**src/hw/asag_defs.svh**
```systemverilog
// Offsets, field positions, reset values of the alarm status aggregator.
// Assumes a register port with 12-bit word addresses.
`ifndef ASAG_DEFS_SVH
`define ASAG_DEFS_SVH

`define ASAG_ADDR_SUMMARY 12'h2c0
`define ASAG_ADDR_STATUS 12'h2c1
`define ASAG_ADDR_MASK 12'h2c2
`define ASAG_ADDR_CAL_SEL 12'h2c3

`define ASAG_BIT_LOCK_LOST 4
`define ASAG_BIT_LINK 3
`define ASAG_BIT_REALIGN 2
`define ASAG_BIT_PHASE 1
`define ASAG_BIT_DIVIDER 0
`define ASAG_FLAG_MSB 4

`define ASAG_STATUS_RESET 8'h1f
`define ASAG_MASK_RESET 8'h1f
`define ASAG_RSVD_RESET 3'h0
`define ASAG_CAL_SEL_RESET 8'h00

`endif

```
**src/hw/asag_pkg.sv**
```systemverilog
// Types of the alarm status aggregator.
// Assumes asag_defs.svh is compiled alongside.
package asag_pkg;
  typedef logic [7:0] asag_byte_type;
  typedef logic [4:0] asag_flags_type;
  typedef enum logic [1:0] {
    ASAG_PIN_CAL = 2'b00,
    ASAG_PIN_ALARM = 2'b01
  } asag_pin_sel_type;
endpackage

```
**src/hw/asag_if.sv**
```systemverilog
// Flag bundle between the register file and the flag engine.
// Assumes a single clock domain.
`timescale 1ns/10ps
interface asag_if;
  import asag_pkg::*;
  asag_flags_type events;
  asag_flags_type clear_ones;
  asag_flags_type flags;
  modport regs (output clear_ones, input flags);
  modport engine (input events, input clear_ones, output flags);
  modport source (output events);
endinterface

```
**src/hw/asag_top.sv**
```systemverilog
// Alarm status aggregator: five sticky alarms, mask, summary and status pin.
// Assumes all condition inputs and the register port are in the clock domain.
//
// Notes on behaviour
// - Lock-lost flag, bit 4, held set while PLL unlocked.
// - Link flag, bit 3, set when link enabled but not encoding data.
// - Realign flag, bit 2, set when SYSREF realigns internal clocks.
// - Phase upset flag, bit 1: link disabled, NCO sync, or accumulator mismatch.
// - Divider flag, bit 0, set while channel dividers disagree.
// - Flags are sticky; writing one clears, writing zero keeps.
// - Mask bit one removes that flag from the summary.
// - Mask register resets to 0x1F.
// - Bits 7 to 5 of status and mask are plain storage, reset zero.
// - Summary reads one when any unmasked flag is set.
// - Status pin carries summary when the select chooses it.
// - Status register resets to 0x1F.
`timescale 1ns/10ps
`include "asag_defs.svh"
module asag_top
  import asag_pkg::*;
(
  // Clock and reset
  input wire logic clock,
  input wire logic reset_n,
  // Register port
  input wire logic [11:0] reg_addr,
  input wire logic [7:0] reg_wdata,
  input wire logic reg_write,
  input wire logic reg_read,
  output logic [7:0] reg_rdata,
  // Alarm conditions
  input wire logic pll_locked,
  input wire logic link_enable,
  input wire logic data_encoding_state,
  input wire logic sysref_realign,
  input wire logic nco_sync,
  input wire logic nco_phase_mismatch,
  input wire logic divider_mismatch,
  // Calibration status from the calibration engine
  input wire logic cal_status,
  // Status pin and interrupt
  output logic status_output_pin,
  output logic alarm_irq
);
  // ----------------------------------------------------------------
  // Helpers
  // ----------------------------------------------------------------
  function automatic logic hit(input logic [11:0] a, input logic [11:0] b);
    hit = (a == b);
  endfunction

  asag_if fl ();

  // ----------------------------------------------------------------
  // Alarm events
  // ----------------------------------------------------------------
  logic link_enable_reg;
  logic link_enable_next;

  always_comb begin
    link_enable_next = link_enable;
  end

  always_ff @(posedge clock) begin
    if (!reset_n) begin
      link_enable_reg <= 1'b0;
    end else begin
      link_enable_reg <= link_enable_next;
    end
  end

  always_comb begin
    fl.events[`ASAG_BIT_LOCK_LOST] = ~pll_locked;
    fl.events[`ASAG_BIT_LINK] = link_enable & ~data_encoding_state;
    fl.events[`ASAG_BIT_REALIGN] = sysref_realign;
    // Disable, sync or mismatch; disable seen as a falling enable
    fl.events[`ASAG_BIT_PHASE] = (link_enable_reg & ~link_enable) | nco_sync | nco_phase_mismatch;
    fl.events[`ASAG_BIT_DIVIDER] = divider_mismatch;
  end

  asag_flag_engine u_engine (
    .clock(clock),
    .reset_n(reset_n),
    .fl(fl.engine)
  );

  // ----------------------------------------------------------------
  // Registers
  // ----------------------------------------------------------------
  asag_flags_type mask_reg;
  asag_flags_type mask_next;
  logic [2:0] mask_rsvd_reg;
  logic [2:0] mask_rsvd_next;
  logic [2:0] status_rsvd_reg;
  logic [2:0] status_rsvd_next;
  asag_pin_sel_type pin_sel_reg;
  asag_pin_sel_type pin_sel_next;
  asag_byte_type rdata_reg;
  asag_byte_type rdata_next;
  logic summary;

  assign summary = |(fl.flags & ~mask_reg);

  always_comb begin
    mask_next = mask_reg;
    mask_rsvd_next = mask_rsvd_reg;
    status_rsvd_next = status_rsvd_reg;
    pin_sel_next = pin_sel_reg;
    fl.clear_ones = '0;
    if (reg_write) begin
      if (hit(reg_addr, `ASAG_ADDR_STATUS)) begin
        fl.clear_ones = reg_wdata[`ASAG_FLAG_MSB:0];
        status_rsvd_next = reg_wdata[7:5];
      end
      if (hit(reg_addr, `ASAG_ADDR_MASK)) begin
        mask_next = reg_wdata[`ASAG_FLAG_MSB:0];
        mask_rsvd_next = reg_wdata[7:5];
      end
      if (hit(reg_addr, `ASAG_ADDR_CAL_SEL)) begin
        pin_sel_next = reg_wdata[0] ? ASAG_PIN_ALARM : ASAG_PIN_CAL;
      end
    end
    rdata_next = 8'h00;
    if (reg_read) begin
      case (reg_addr)
        `ASAG_ADDR_SUMMARY: rdata_next = {7'h00, summary};
        `ASAG_ADDR_STATUS: rdata_next = {status_rsvd_reg, fl.flags};
        `ASAG_ADDR_MASK: rdata_next = {mask_rsvd_reg, mask_reg};
        `ASAG_ADDR_CAL_SEL: rdata_next = {7'h00, (pin_sel_reg == ASAG_PIN_ALARM)};
        default: rdata_next = 8'h00;
      endcase
    end
  end

  always_ff @(posedge clock) begin
    if (!reset_n) begin
      mask_reg <= asag_flags_type'(`ASAG_MASK_RESET);
      mask_rsvd_reg <= `ASAG_RSVD_RESET;
      status_rsvd_reg <= `ASAG_RSVD_RESET;
      pin_sel_reg <= ASAG_PIN_CAL;
      rdata_reg <= 8'h00;
    end else begin
      mask_reg <= mask_next;
      mask_rsvd_reg <= mask_rsvd_next;
      status_rsvd_reg <= status_rsvd_next;
      pin_sel_reg <= pin_sel_next;
      rdata_reg <= rdata_next;
    end
  end

  assign reg_rdata = rdata_reg;

  // ----------------------------------------------------------------
  // Pin and interrupt
  // ----------------------------------------------------------------
  logic pin_reg;
  logic pin_next;

  always_comb begin
    case (pin_sel_reg)
      ASAG_PIN_ALARM: pin_next = summary;
      ASAG_PIN_CAL: pin_next = cal_status;
      default: pin_next = cal_status;
    endcase
  end

  always_ff @(posedge clock) begin
    if (!reset_n) begin
      pin_reg <= 1'b0;
    end else begin
      pin_reg <= pin_next;
    end
  end

  assign status_output_pin = pin_reg;
  // Level interrupt is the live summary, so it drops as soon as a clear lands
  assign alarm_irq = summary;
endmodule

```
**src/hw/asag_flag_engine.sv**
```systemverilog
// Sticky write-one-to-clear alarm flags.
// Assumes events are synchronous levels in the clock domain.
`timescale 1ns/10ps
`include "asag_defs.svh"
module asag_flag_engine
  import asag_pkg::*;
(
  // Clock and reset
  input wire logic clock,
  input wire logic reset_n,
  // Flag bundle
  asag_if.engine fl
);
  asag_flags_type flags_reg;
  asag_flags_type flags_next;

  always_comb begin
    flags_next = (flags_reg & ~fl.clear_ones) | fl.events;
  end

  always_ff @(posedge clock) begin
    if (!reset_n) begin
      flags_reg <= asag_flags_type'(`ASAG_STATUS_RESET);
    end else begin
      flags_reg <= flags_next;
    end
  end

  assign fl.flags = flags_reg;
endmodule

```
**config.mk**
```make
export PLATFORM = sky130hd
export DESIGN_NAME = asag_top
export DESIGN_NICKNAME = d
export VERILOG_FILES = /design/src/hw/asag_pkg.sv /design/src/hw/asag_if.sv /design/src/hw/asag_top.sv /design/src/hw/asag_flag_engine.sv
export VERILOG_INCLUDE_DIRS = /design/src /design/src/hw
export SDC_FILE = /design/constraint.sdc
export NUM_CORES = 1
export LEC_CHECK = 0
export BUFFER_PORTS_ARGS = -buffer_cell sky130_fd_sc_hd__buf_2
export CAP_MARGIN = 0
export CORE_MARGIN = 5
export CORE_UTILIZATION = 51
export CTS_CLUSTER_DIAMETER = 120
export CTS_CLUSTER_SIZE = 25
export DETAILED_ROUTE_END_ITERATION = 6
export GPL_ROUTABILITY_DRIVEN = 0
export GPL_TIMING_DRIVEN = 0
export HOLD_SLACK_MARGIN = 0.03
export PLACE_DENSITY = 0.92
export SLEW_MARGIN = 20
export SYNTH_ARGS = -nofsm -noshare
export SYNTH_HDL_FRONTEND = slang
export SYNTH_SLANG_ARGS = --single-unit
```
**constraint.sdc**
```tcl
create_clock -name clock -period 3.3 [get_ports clock]
set_input_delay 0.165 -clock clock [delete_from_list [all_inputs] [get_ports clock]]
set_output_delay 0.165 -clock clock [all_outputs]
set_load 0.02 [all_outputs]
```
After elaboration in Yosys (flattened, before gate mapping)

Index checks and enable logic that the tools add are counted.

Memories: 0
Logic and storage cells: 35
Bits in registers: 28
Latch bits: 0
Input port bits: 32
Memory bits (writable): 0
ROM bits: 0

Shifts and indexed selects: 0
$add $sub $neg: 0
$mul: 0
Reduce and logical (&&, ||, !) cells: 5
Div/mod/pow operators: 0
Bitwise gates (word level): 12
Eq/ne operators: 5
Mux-type cells: 5
Order comparisons: 0

Operator list:

| kind                                             | count |
|---|---|
| == test 12 x 10 -> 1 bit (second input constant) | 4 |
| case mux 8 bit (4 select lines)                  | 1 |
| bitwise AND 5 bit                                | 2 |
| two-way mux 5 bit                                | 2 |
| inverter 5 bit                                   | 2 |
| AND reduction 2 bit                              | 4 |
| bitwise OR 5 bit                                 | 1 |
| OR reduction 5 bit                               | 1 |
| inverter 1 bit                                   | 3 |
| bitwise AND 1 bit                                | 2 |
| == test 2 x 1 -> 1 bit (second input constant)   | 1 |
| two-way mux 1 bit                                | 2 |
| bitwise OR 1 bit                                 | 2 |

Longest topological paths before layout

Gate-level depths: netlist of the first run.

Word-level depth: 6
Depth in mapped cells: 5
Depth with buffers taken out: 4

Hierarchy

A second synthesis of the first run with hierarchy kept.

Cell total of the unflattened synthesis: 125
Area, all modules: 1191.1 µm²

By module, submodules not included:

| module           | cells each | times used | area an instance (µm²) |
|---|---|---|---|
| asag_top         | 110        | 1          | 984.7 |
| asag_flag_engine | 15         | 1          | 206.4 |

Worst setup path after synthesis of the first run

OpenSTA, ideal clock, no wires.

Path type: input -> register
From: input reg_addr[8]
To: register u_engine.flags_reg[4], in the netlist u_engine.fl.flags[4]
Buffers on the path: 1
Setup time: 0.137 ns
Stages on the path: 5
Setup slack: 1.617 ns
Data arrival time: 1.546 ns
Data required time: 3.163 ns
Path through: or4b_4 > or4_4 > buf_6 > o21ai_2 > nand3_1

Word-level cells in the longest chain between the ends: 6

RTL lines:

| element                  | line                   | source |
|---|---|---|
| start, declared          | asag_top.sv:26         | `input wire logic [11:0] reg_addr,` |
| == test 12 x 10 -> 1 bit | asag_top.sv:49         | `hit = (a == b);` |
| two-way mux 5 bit        | asag_top.sv:111        | `` if (hit(reg_addr, `ASAG_ADDR_STATUS)) begin `` |
| two-way mux 5 bit        | asag_top.sv:110        | `if (reg_write) begin` |
| inverter 5 bit           | asag_flag_engine.sv:18 | `flags_next = (flags_reg & ~fl.clear_ones) \| fl.events;` |
| bitwise AND 5 bit        | asag_flag_engine.sv:18 |  |
| bitwise OR 5 bit         | asag_flag_engine.sv:18 |  |
| end signal, assigned     | asag_flag_engine.sv:23 | `` flags_reg <= asag_flags_type'(`ASAG_STATUS_RESET); `` |
| end signal, assigned     | asag_flag_engine.sv:25 | `flags_reg <= flags_next;` |
| end, declared            | asag_flag_engine.sv:14 | `asag_flags_type flags_reg;` |

No other way between the ends.
A chain may end at the register's enable or synchronous reset.

Final worst setup path of the first run

From: register mask_reg[2]
To: output alarm_irq

Word-level cells in the longest chain between the ends: 3

RTL lines:

| element                | line            | source |
|---|---|---|
| start, declared        | asag_top.sv:90  | `asag_flags_type mask_reg;` |
| start signal, assigned | asag_top.sv:137 | `` mask_reg <= asag_flags_type'(`ASAG_MASK_RESET); `` |
| start signal, assigned | asag_top.sv:143 | `mask_reg <= mask_next;` |
| inverter 5 bit         | asag_top.sv:102 | `assign summary = \|(fl.flags & ~mask_reg);` |
| bitwise AND 5 bit      | asag_top.sv:102 |  |
| OR reduction 5 bit     | asag_top.sv:102 |  |
| end, declared          | asag_top.sv:43  | `output logic alarm_irq` |

No other way between the ends.

==> results of run 1 <==
synthesized netlist by cell type (all sizes together), types with 2 or more instances:
| cell | n | area [um^2] |
|---|---|---|
| a22oi | 8 | 60.1 |
| buf | 4 | 25.0 |
| clkbuf | 3 | 11.3 |
| dfxtp | 27 | 541 |
| inv | 10 | 37.5 |
| mux2i | 6 | 60.1 |
| nand2 | 14 | 52.6 |
| nand2b | 2 | 12.5 |
| nand3 | 9 | 45.0 |
| nand3b | 4 | 30.0 |
| nor2 | 9 | 33.8 |
| nor2b | 3 | 18.8 |
| nor4 | 2 | 18.8 |
| o21ai | 12 | 71.3 |
worst paths after layout:
path	from	to	cells past startpoint	slack (ps)
hold / removal	link_enable	link_enable_reg$_SDFF_PN0_	2	60
setup reg to reg	link_enable_reg$_SDFF_PN0_	u_engine.fl.flags[1]$_SDFF_PN1_	4	1870
hold reg to reg	mask_rsvd_reg[1]$_SDFFE_PN0P_	mask_rsvd_reg[1]$_SDFFE_PN0P_	2	480
setup / recovery	mask_reg[2]$_SDFFE_PN1P_	alarm_irq	4	1670
metrics by stage:
stage | util [%] | area, um^2
floorplan | - | 1140
global placement | 63.5 | 1380
detailed placement | 63.5 | 1380
CTS | 67.0 | 1450
global route | 67.0 | 1450
finish | 67.0 | 1450
cells by family (layout without fill, tap and decap cells):
group,after synthesis,count (layout),synth area share (%)
buf+inv,17,66,6.46
flops,27,27,47.3
mux,6,6,5.26
compound gates,25,25,15.7
simple gates,52,52,25.3
worst register-to-register path, cell delays in order, from the launching register on:
cell and delay [ps]:
dfxtp_1 320, nor2b_1 120, nor4b_1 250, dlygate4sd3_1 610, nand2_1 50
timing repair:
item | in CTS | in global routing
hold buffers | 5 | 0
setup endpoints to repair | 0 | 0
hold endpoints to repair | 4 | 0
resized for setup | 0 | 0
cell type report:
cell class                      count  area, um^2  area share [%]
Sequential cell                    27         541            37.2
Multi-Input combinational cell     83         528            36.3
Timing Repair Buffer               45         250            17.2
Inverter                           10        37.5            2.58
Buffer                              7        36.3            2.50
Tap cell                           28        35.0            2.41
Clock buffer                        4        26.3            1.81
power by group through the flow:
stage	clock [mW]	combinational, mW	sequential [mW]
finish	0.141	0.0536	0.327
global route	0.156	0.0594	0.328
CTS	0.142	0.0527	0.327
detailed placement	0	0.0483	0.335
global placement	0	0.0461	0.335
floorplan	0	0.0210	0.336
routing by layer:
metal	GRT usage, %	part of all wire (%)
met1	20.2	40
met2	32.1	52
met3	5.43	6.0
met4	7.62	1.9
met5	0	0
==> run_results.csv, run 1 <==
group,metric,value,unit
global_routing,grt_pass1_vias,1086,
floorplan,core_area,2170,um^2
final_layout,fin_cells,204,
synthesis,seq_area_frac_synth,47.3,%
cts,cts_setup_buffers,0,
floorplan,die_x,57.3,um
global_routing,grt_overflow_total,0,
pwr,p_int,402,uW
routing,ant_nets,0,
pwr,p_total,523,uW
setup_path,critical_path.max_stage_delay,380,ps
floorplan,dieHeight,57.3,um
global_routing,track_usage,18.2,%
final_layout,final_common_cell,"buf_2",
synthesis,yosys_warnings,0,
worst_hold_path,hold_class,"primary input to flop",
setup_path,crit_buf_inv,1,
routing,drtIter0Drc,24,
floorplan,io_pins,42,
synthesis,postSynthAreaPerCell,8.99,um^2
setup_path,worstSetupEndpointType,"output port",
final_layout,layout-drive-gt1-share,31.3,%
routing,routedWlPerCell,13.4,um
placement,dp_hpwl,2090,um
global_routing,grt_max_degree,15,
placement,pre_cts_slack,1410,ps
pwr,p_sw,120,uW
routing,vias_per_cell,5.45,
setup_path,startpoint_type,"flop",
routing,firstDrtPassIters,4,
global_routing,antenna_found_initial,0,
pwr,power_frac_seq,62.7,%
final_layout,final_cell_mix,"42 x buf_2, 27 x dfxtp_1, 14 x nand2_1",
setup_path,crit_required,3130,ps
final_layout,largest_reg_flops,8,
synthesis,ys_types,33,
pwr,clkPwrFrac,27.1,%
timing,fin_setup_tns,0,ps
synthesis,syn_inst,127,
cts,cts-root-buf,"clkbuf_4",
timing,holdWs,59.1,ps
final_layout,syn_to_final_growth,27.3,%
global_routing,grt_first_pass_wirelength,4630,um
flow_run,drv_cap,0,
cts,cts_tree,"done",
timing,skew,4.31,ps
placement,io_buffers,40,
timing,final-hold-violation-count,0,
cts,cts_buffers,3,
timing,drv_slew,0,
timing,min_period_over_period,49.5,%
cts,clk_pin_slew,130,ps
pwr,leakagePower,0.660,nW
floorplan,rows,17,
pwr,sw_frac_of_total,23.1,%
synthesis,ys_seq_elements,27,
cts,cts_sinks,27,
routing,vias,1111,
setup_path,crit_fanout,3,
timing,setup_viol,0,
synthesis,synth.net_count,159,
placement,post-place-cells,195,
routing,drc_errors,0,
cts,clk_latency,330,ps
cts,cts_htree_levels,1,
outcome,status,"finished clean",
routing,wirelength,2730,um
timing,max_freq,612,MHz
synthesis,synth_edf_count,0,
final_layout,diodes,0,
timing,min_period,1630,ps
setup_path,path_class,"flop to output port",
timing,finalWorstSetupSlack,1670,ps
setup_path,cpLargestDelayFamily,"compound AO/OA/AOI/OAI gates",
timing,slew_headroom,69.3,%
synthesis,synthFlopType,"dfxtp_1",
final_layout,fillers,183,
pwr,power_frac_comb,10.3,%
synthesis,async_flop_share,0,%
pwr,ir_worst_vdd,0.380,mV
setup_path,crit_slowest_cell,"dfxtp_1",
timing,rsz0062_at_grt,"no",
cts,clock_path_buffers,2,
setup_path,arrival,1470,ps
setup_path,cp_cell_sequence,"nand2b_1, o221ai_1, a221o_1, buf_2",
pwr,powerDensity,359,nW/um^2
final_layout,nNetsFinal,209,
floorplan,fp.dieArea,3290,um^2
synthesis,synth_area,1140,um^2
timing,worstMarginPinSlew,461,ps
floorplan,start_util,52.7,%
No activity file was read; power rests on OpenSTA's default activity.
==> run 2, diff against run 1 <==
--- a/config.mk
+++ b/config.mk
@@ -8,15 +8,16 @@
 export LEC_CHECK = 0
 export BUFFER_PORTS_ARGS = -buffer_cell sky130_fd_sc_hd__buf_2
 export CAP_MARGIN = 0
+export CORE_ASPECT_RATIO = 1.75
 export CORE_MARGIN = 5
-export CORE_UTILIZATION = 51
+export CORE_UTILIZATION = 43
 export CTS_CLUSTER_DIAMETER = 120
 export CTS_CLUSTER_SIZE = 25
 export DETAILED_ROUTE_END_ITERATION = 6
 export GPL_ROUTABILITY_DRIVEN = 0
 export GPL_TIMING_DRIVEN = 0
 export HOLD_SLACK_MARGIN = 0.03
-export PLACE_DENSITY = 0.92
+export PLACE_DENSITY = 0.84
 export SLEW_MARGIN = 20
 export SYNTH_ARGS = -nofsm -noshare
 export SYNTH_HDL_FRONTEND = slang
==> constraint.sdc (replaced) <==
create_clock -name clock -period 1.4 [get_ports clock]
set_input_delay 0.07 -clock clock [delete_from_list [all_inputs] [get_ports clock]]
set_output_delay 0.07 -clock clock [all_outputs]
set_load 0.02 [all_outputs]
==> run 2 against run 1 <==
  * The run now ends with negative setup slack left
  * Critical path depth rose by 2
  * Global-route usage fell by 4.1 points
  * Setup slack got worse by 1700 ps
  * Highest routed layer unchanged
  * Die area rose by 16%
  * Via count fell by 1.5%
  * Core utilization fell by 4.9 points
  * First-iteration DRC count rose by 33%
  * Sequential power rose by 140%
  * Sequential share of layout area fell by 2.6 points
  * Flip-flop and latch count did not move
==> run_results.csv, run 2 (synthesized netlist as in run 1, its figures left out) <==
group,metric,value,unit
outcome,status,"finished with violations",
outcome,failed_checks,"negative setup slack",
final_layout,syn_to_final_growth,37.2,%
worst_hold_path,worstHoldPathCells,2,
placement,post-place-cells,193,
cts,cts_sinks,27,
cts,clk_latency,270,ps
timing,final-hold-violation-count,0,
final_layout,diodes,0,
cts,cts_htree_levels,1,
worst_hold_path,hp-start,"link_enable",
pwr,leakagePower,0.713,nW
cts,cts_tree,"done",
placement,pre_cts_slack,-370,ps
final_layout,largest_reg_flops,8,
placement,placed_cell_area,1380,um^2
timing,finalWorstSetupSlack,-37.6,ps
setup_path,crit_buf_inv,2,
floorplan,fp.dieArea,3830,um^2
routing,firstDrtPassIters,6,
setup_path,cp_cell_sequence,"buf_6, or4b_4, or4_4, buf_8, o21ai_2, nand3_1",
floorplan,die_x,49.0,um
setup_path,reg2reg_from,"mask_reg[2]$_SDFFE_PN1P_",
final_layout,fin_cells,205,
pwr,powerDensity,856,nW/um^2
pwr,p_total,1.34,mW
global_routing,track_usage,14.1,%
timing,slew_headroom,71.2,%
floorplan,io_pins,42,
timing,fin_setup_tns,-145,ps
cts,cts-root-buf,"clkbuf_8",
floorplan,core_area,2520,um^2
floorplan,rows,24,
worst_hold_path,hold_class,"primary input to flop",
global_routing,antenna_found_initial,0,
timing,min_period,1440,ps
timing,skew,1.26,ps
global_routing,grt_first_pass_wirelength,4470,um
setup_path,r2r.worst_path.cells,4,
setup_path,path_class,"primary input to flop",
final_layout,final_cell_mix,"38 x buf_2, 26 x dfxtp_1, 14 x nand2_1",
final_layout,final_common_cell,"buf_2",
routing,vias,1094,
setup_path,worstSetupEndpointType,"flop",
floorplan,dieHeight,78.2,um
setup_path,arrival,1580,ps
timing,holdWs,36.4,ps
cts,clk_pin_slew,90,ps
setup_path,crit_slowest_cell,"or4b_4",
worst_hold_path,min_to,"link_enable_reg$_SDFF_PN0_",
setup_path,r2r_end,"reg_rdata[0]$_SDFF_PN0_",
routing,drtIter0Drc,32,
pwr,ir_worst_vdd,0.860,mV
setup_path,worst-r2r-setup-slack,130,ps
routing,ant_nets,0,
timing,min_period_over_period,103,%
final_layout,final_util,62.2,%
routing,vias_per_cell,5.34,
placement,io_buffers,40,
routing,routedWlPerCell,13.8,um
setup_path,cpLargestDelayFamily,"simple AND/OR/NAND/NOR gates",
global_routing,grt_max_degree,17,
setup_path,critical_path.max_stage_delay,570,ps
final_layout,layout-drive-gt1-share,34.6,%
routing,wirelength,2840,um
cts,clock_path_buffers,2,
timing,drv_slew,0,
global_routing,grt_overflow_total,0,
cts,cts_buffers,3,
placement,dp_hpwl,2140,um
final_layout,finalInstanceArea,1570,um^2
timing,setup_viol,6,
final_layout,nNetsFinal,212,
timing,max_freq,696,MHz
timing,rsz0062_at_grt,"yes",
floorplan,start_util,45.3,%
routing,drc_errors,0,
flow_run,drv_cap,0,
setup_path,startpoint_type,"primary input",
final_layout,fillers,227,
global_routing,grt_pass1_vias,1054,
setup_path,crit_required,1540,ps
setup_path,crit_fanout,10,
timing,worstMarginPinSlew,431,ps
## run 2: area by class of cell
type                       count  area [um^2]  share of cell area (%)
sequential                    27          542                    34.6
clock inverter                 1         7.51                   0.479
timing repair buffer          48          307                    19.6
clock buffer                   3         41.3                    2.63
tap                           26         32.5                    2.08
buffer                         7         46.3                    2.95
multi-input combinational     83          554                    35.4
inverter                      10         37.5                    2.39
## run 2: worst max path at each step
stage / from / to / slack [ps] / depth (start not counted)
4_1_cts: reg_addr[4] / u_engine.fl.flags[4]$_SDFF_PN1_ / -40 / 6
6_report: reg_addr[8] / u_engine.fl.flags[3]$_SDFF_PN1_ / -40 / 6
5_1_grt: reg_addr[8] / u_engine.fl.flags[3]$_SDFF_PN1_ / -60 / 6
2_1_floorplan: reg_addr[4] / u_engine.fl.flags[3]$_SDFF_PN1_ / -140 / 5
3_3_place_gp: reg_addr[8] / mask_reg[1]$_SDFFE_PN1P_ / -310 / 6
3_5_place_dp: reg_addr[8] / mask_reg[1]$_SDFFE_PN1P_ / -370 / 6
## run 2: what timing repair did
action	CTS	global route
setup endpoints to repair	9	13
setup buffers	0	2
hold buffers	6	0
endpoints found under the hold margin	5	0
cloned	0	0
pin swaps	0	3
gates resized for setup	4	7
## run 2: per-layer routing
metal | global-route usage [%] | vias up | share of wire, %
met3 | 3.22 | 4 | 5.0
met4 | 4.04 | 0 | 1.3
met1 | 14.7 | 517 | 37
li1 | - | 546 | -
met2 | 27.0 | 27 | 56
met5 | 0 | - | 0
## run 2: worst reg2reg max path, cell delays in order (launching register included)
cell      delay (ps)
dfxtp_2          350
nand2b_4         120
o221ai_2          70
a221o_1          320
o311a_1          300
## run 2: report_power, final
part           total [mW]  internal [mW]  leakage (nW)  switching [mW]
Clock               0.439          0.202        0.0217           0.237
Combinational       0.133         0.0707         0.473          0.0625
Sequential          0.771          0.770         0.218        0.000548
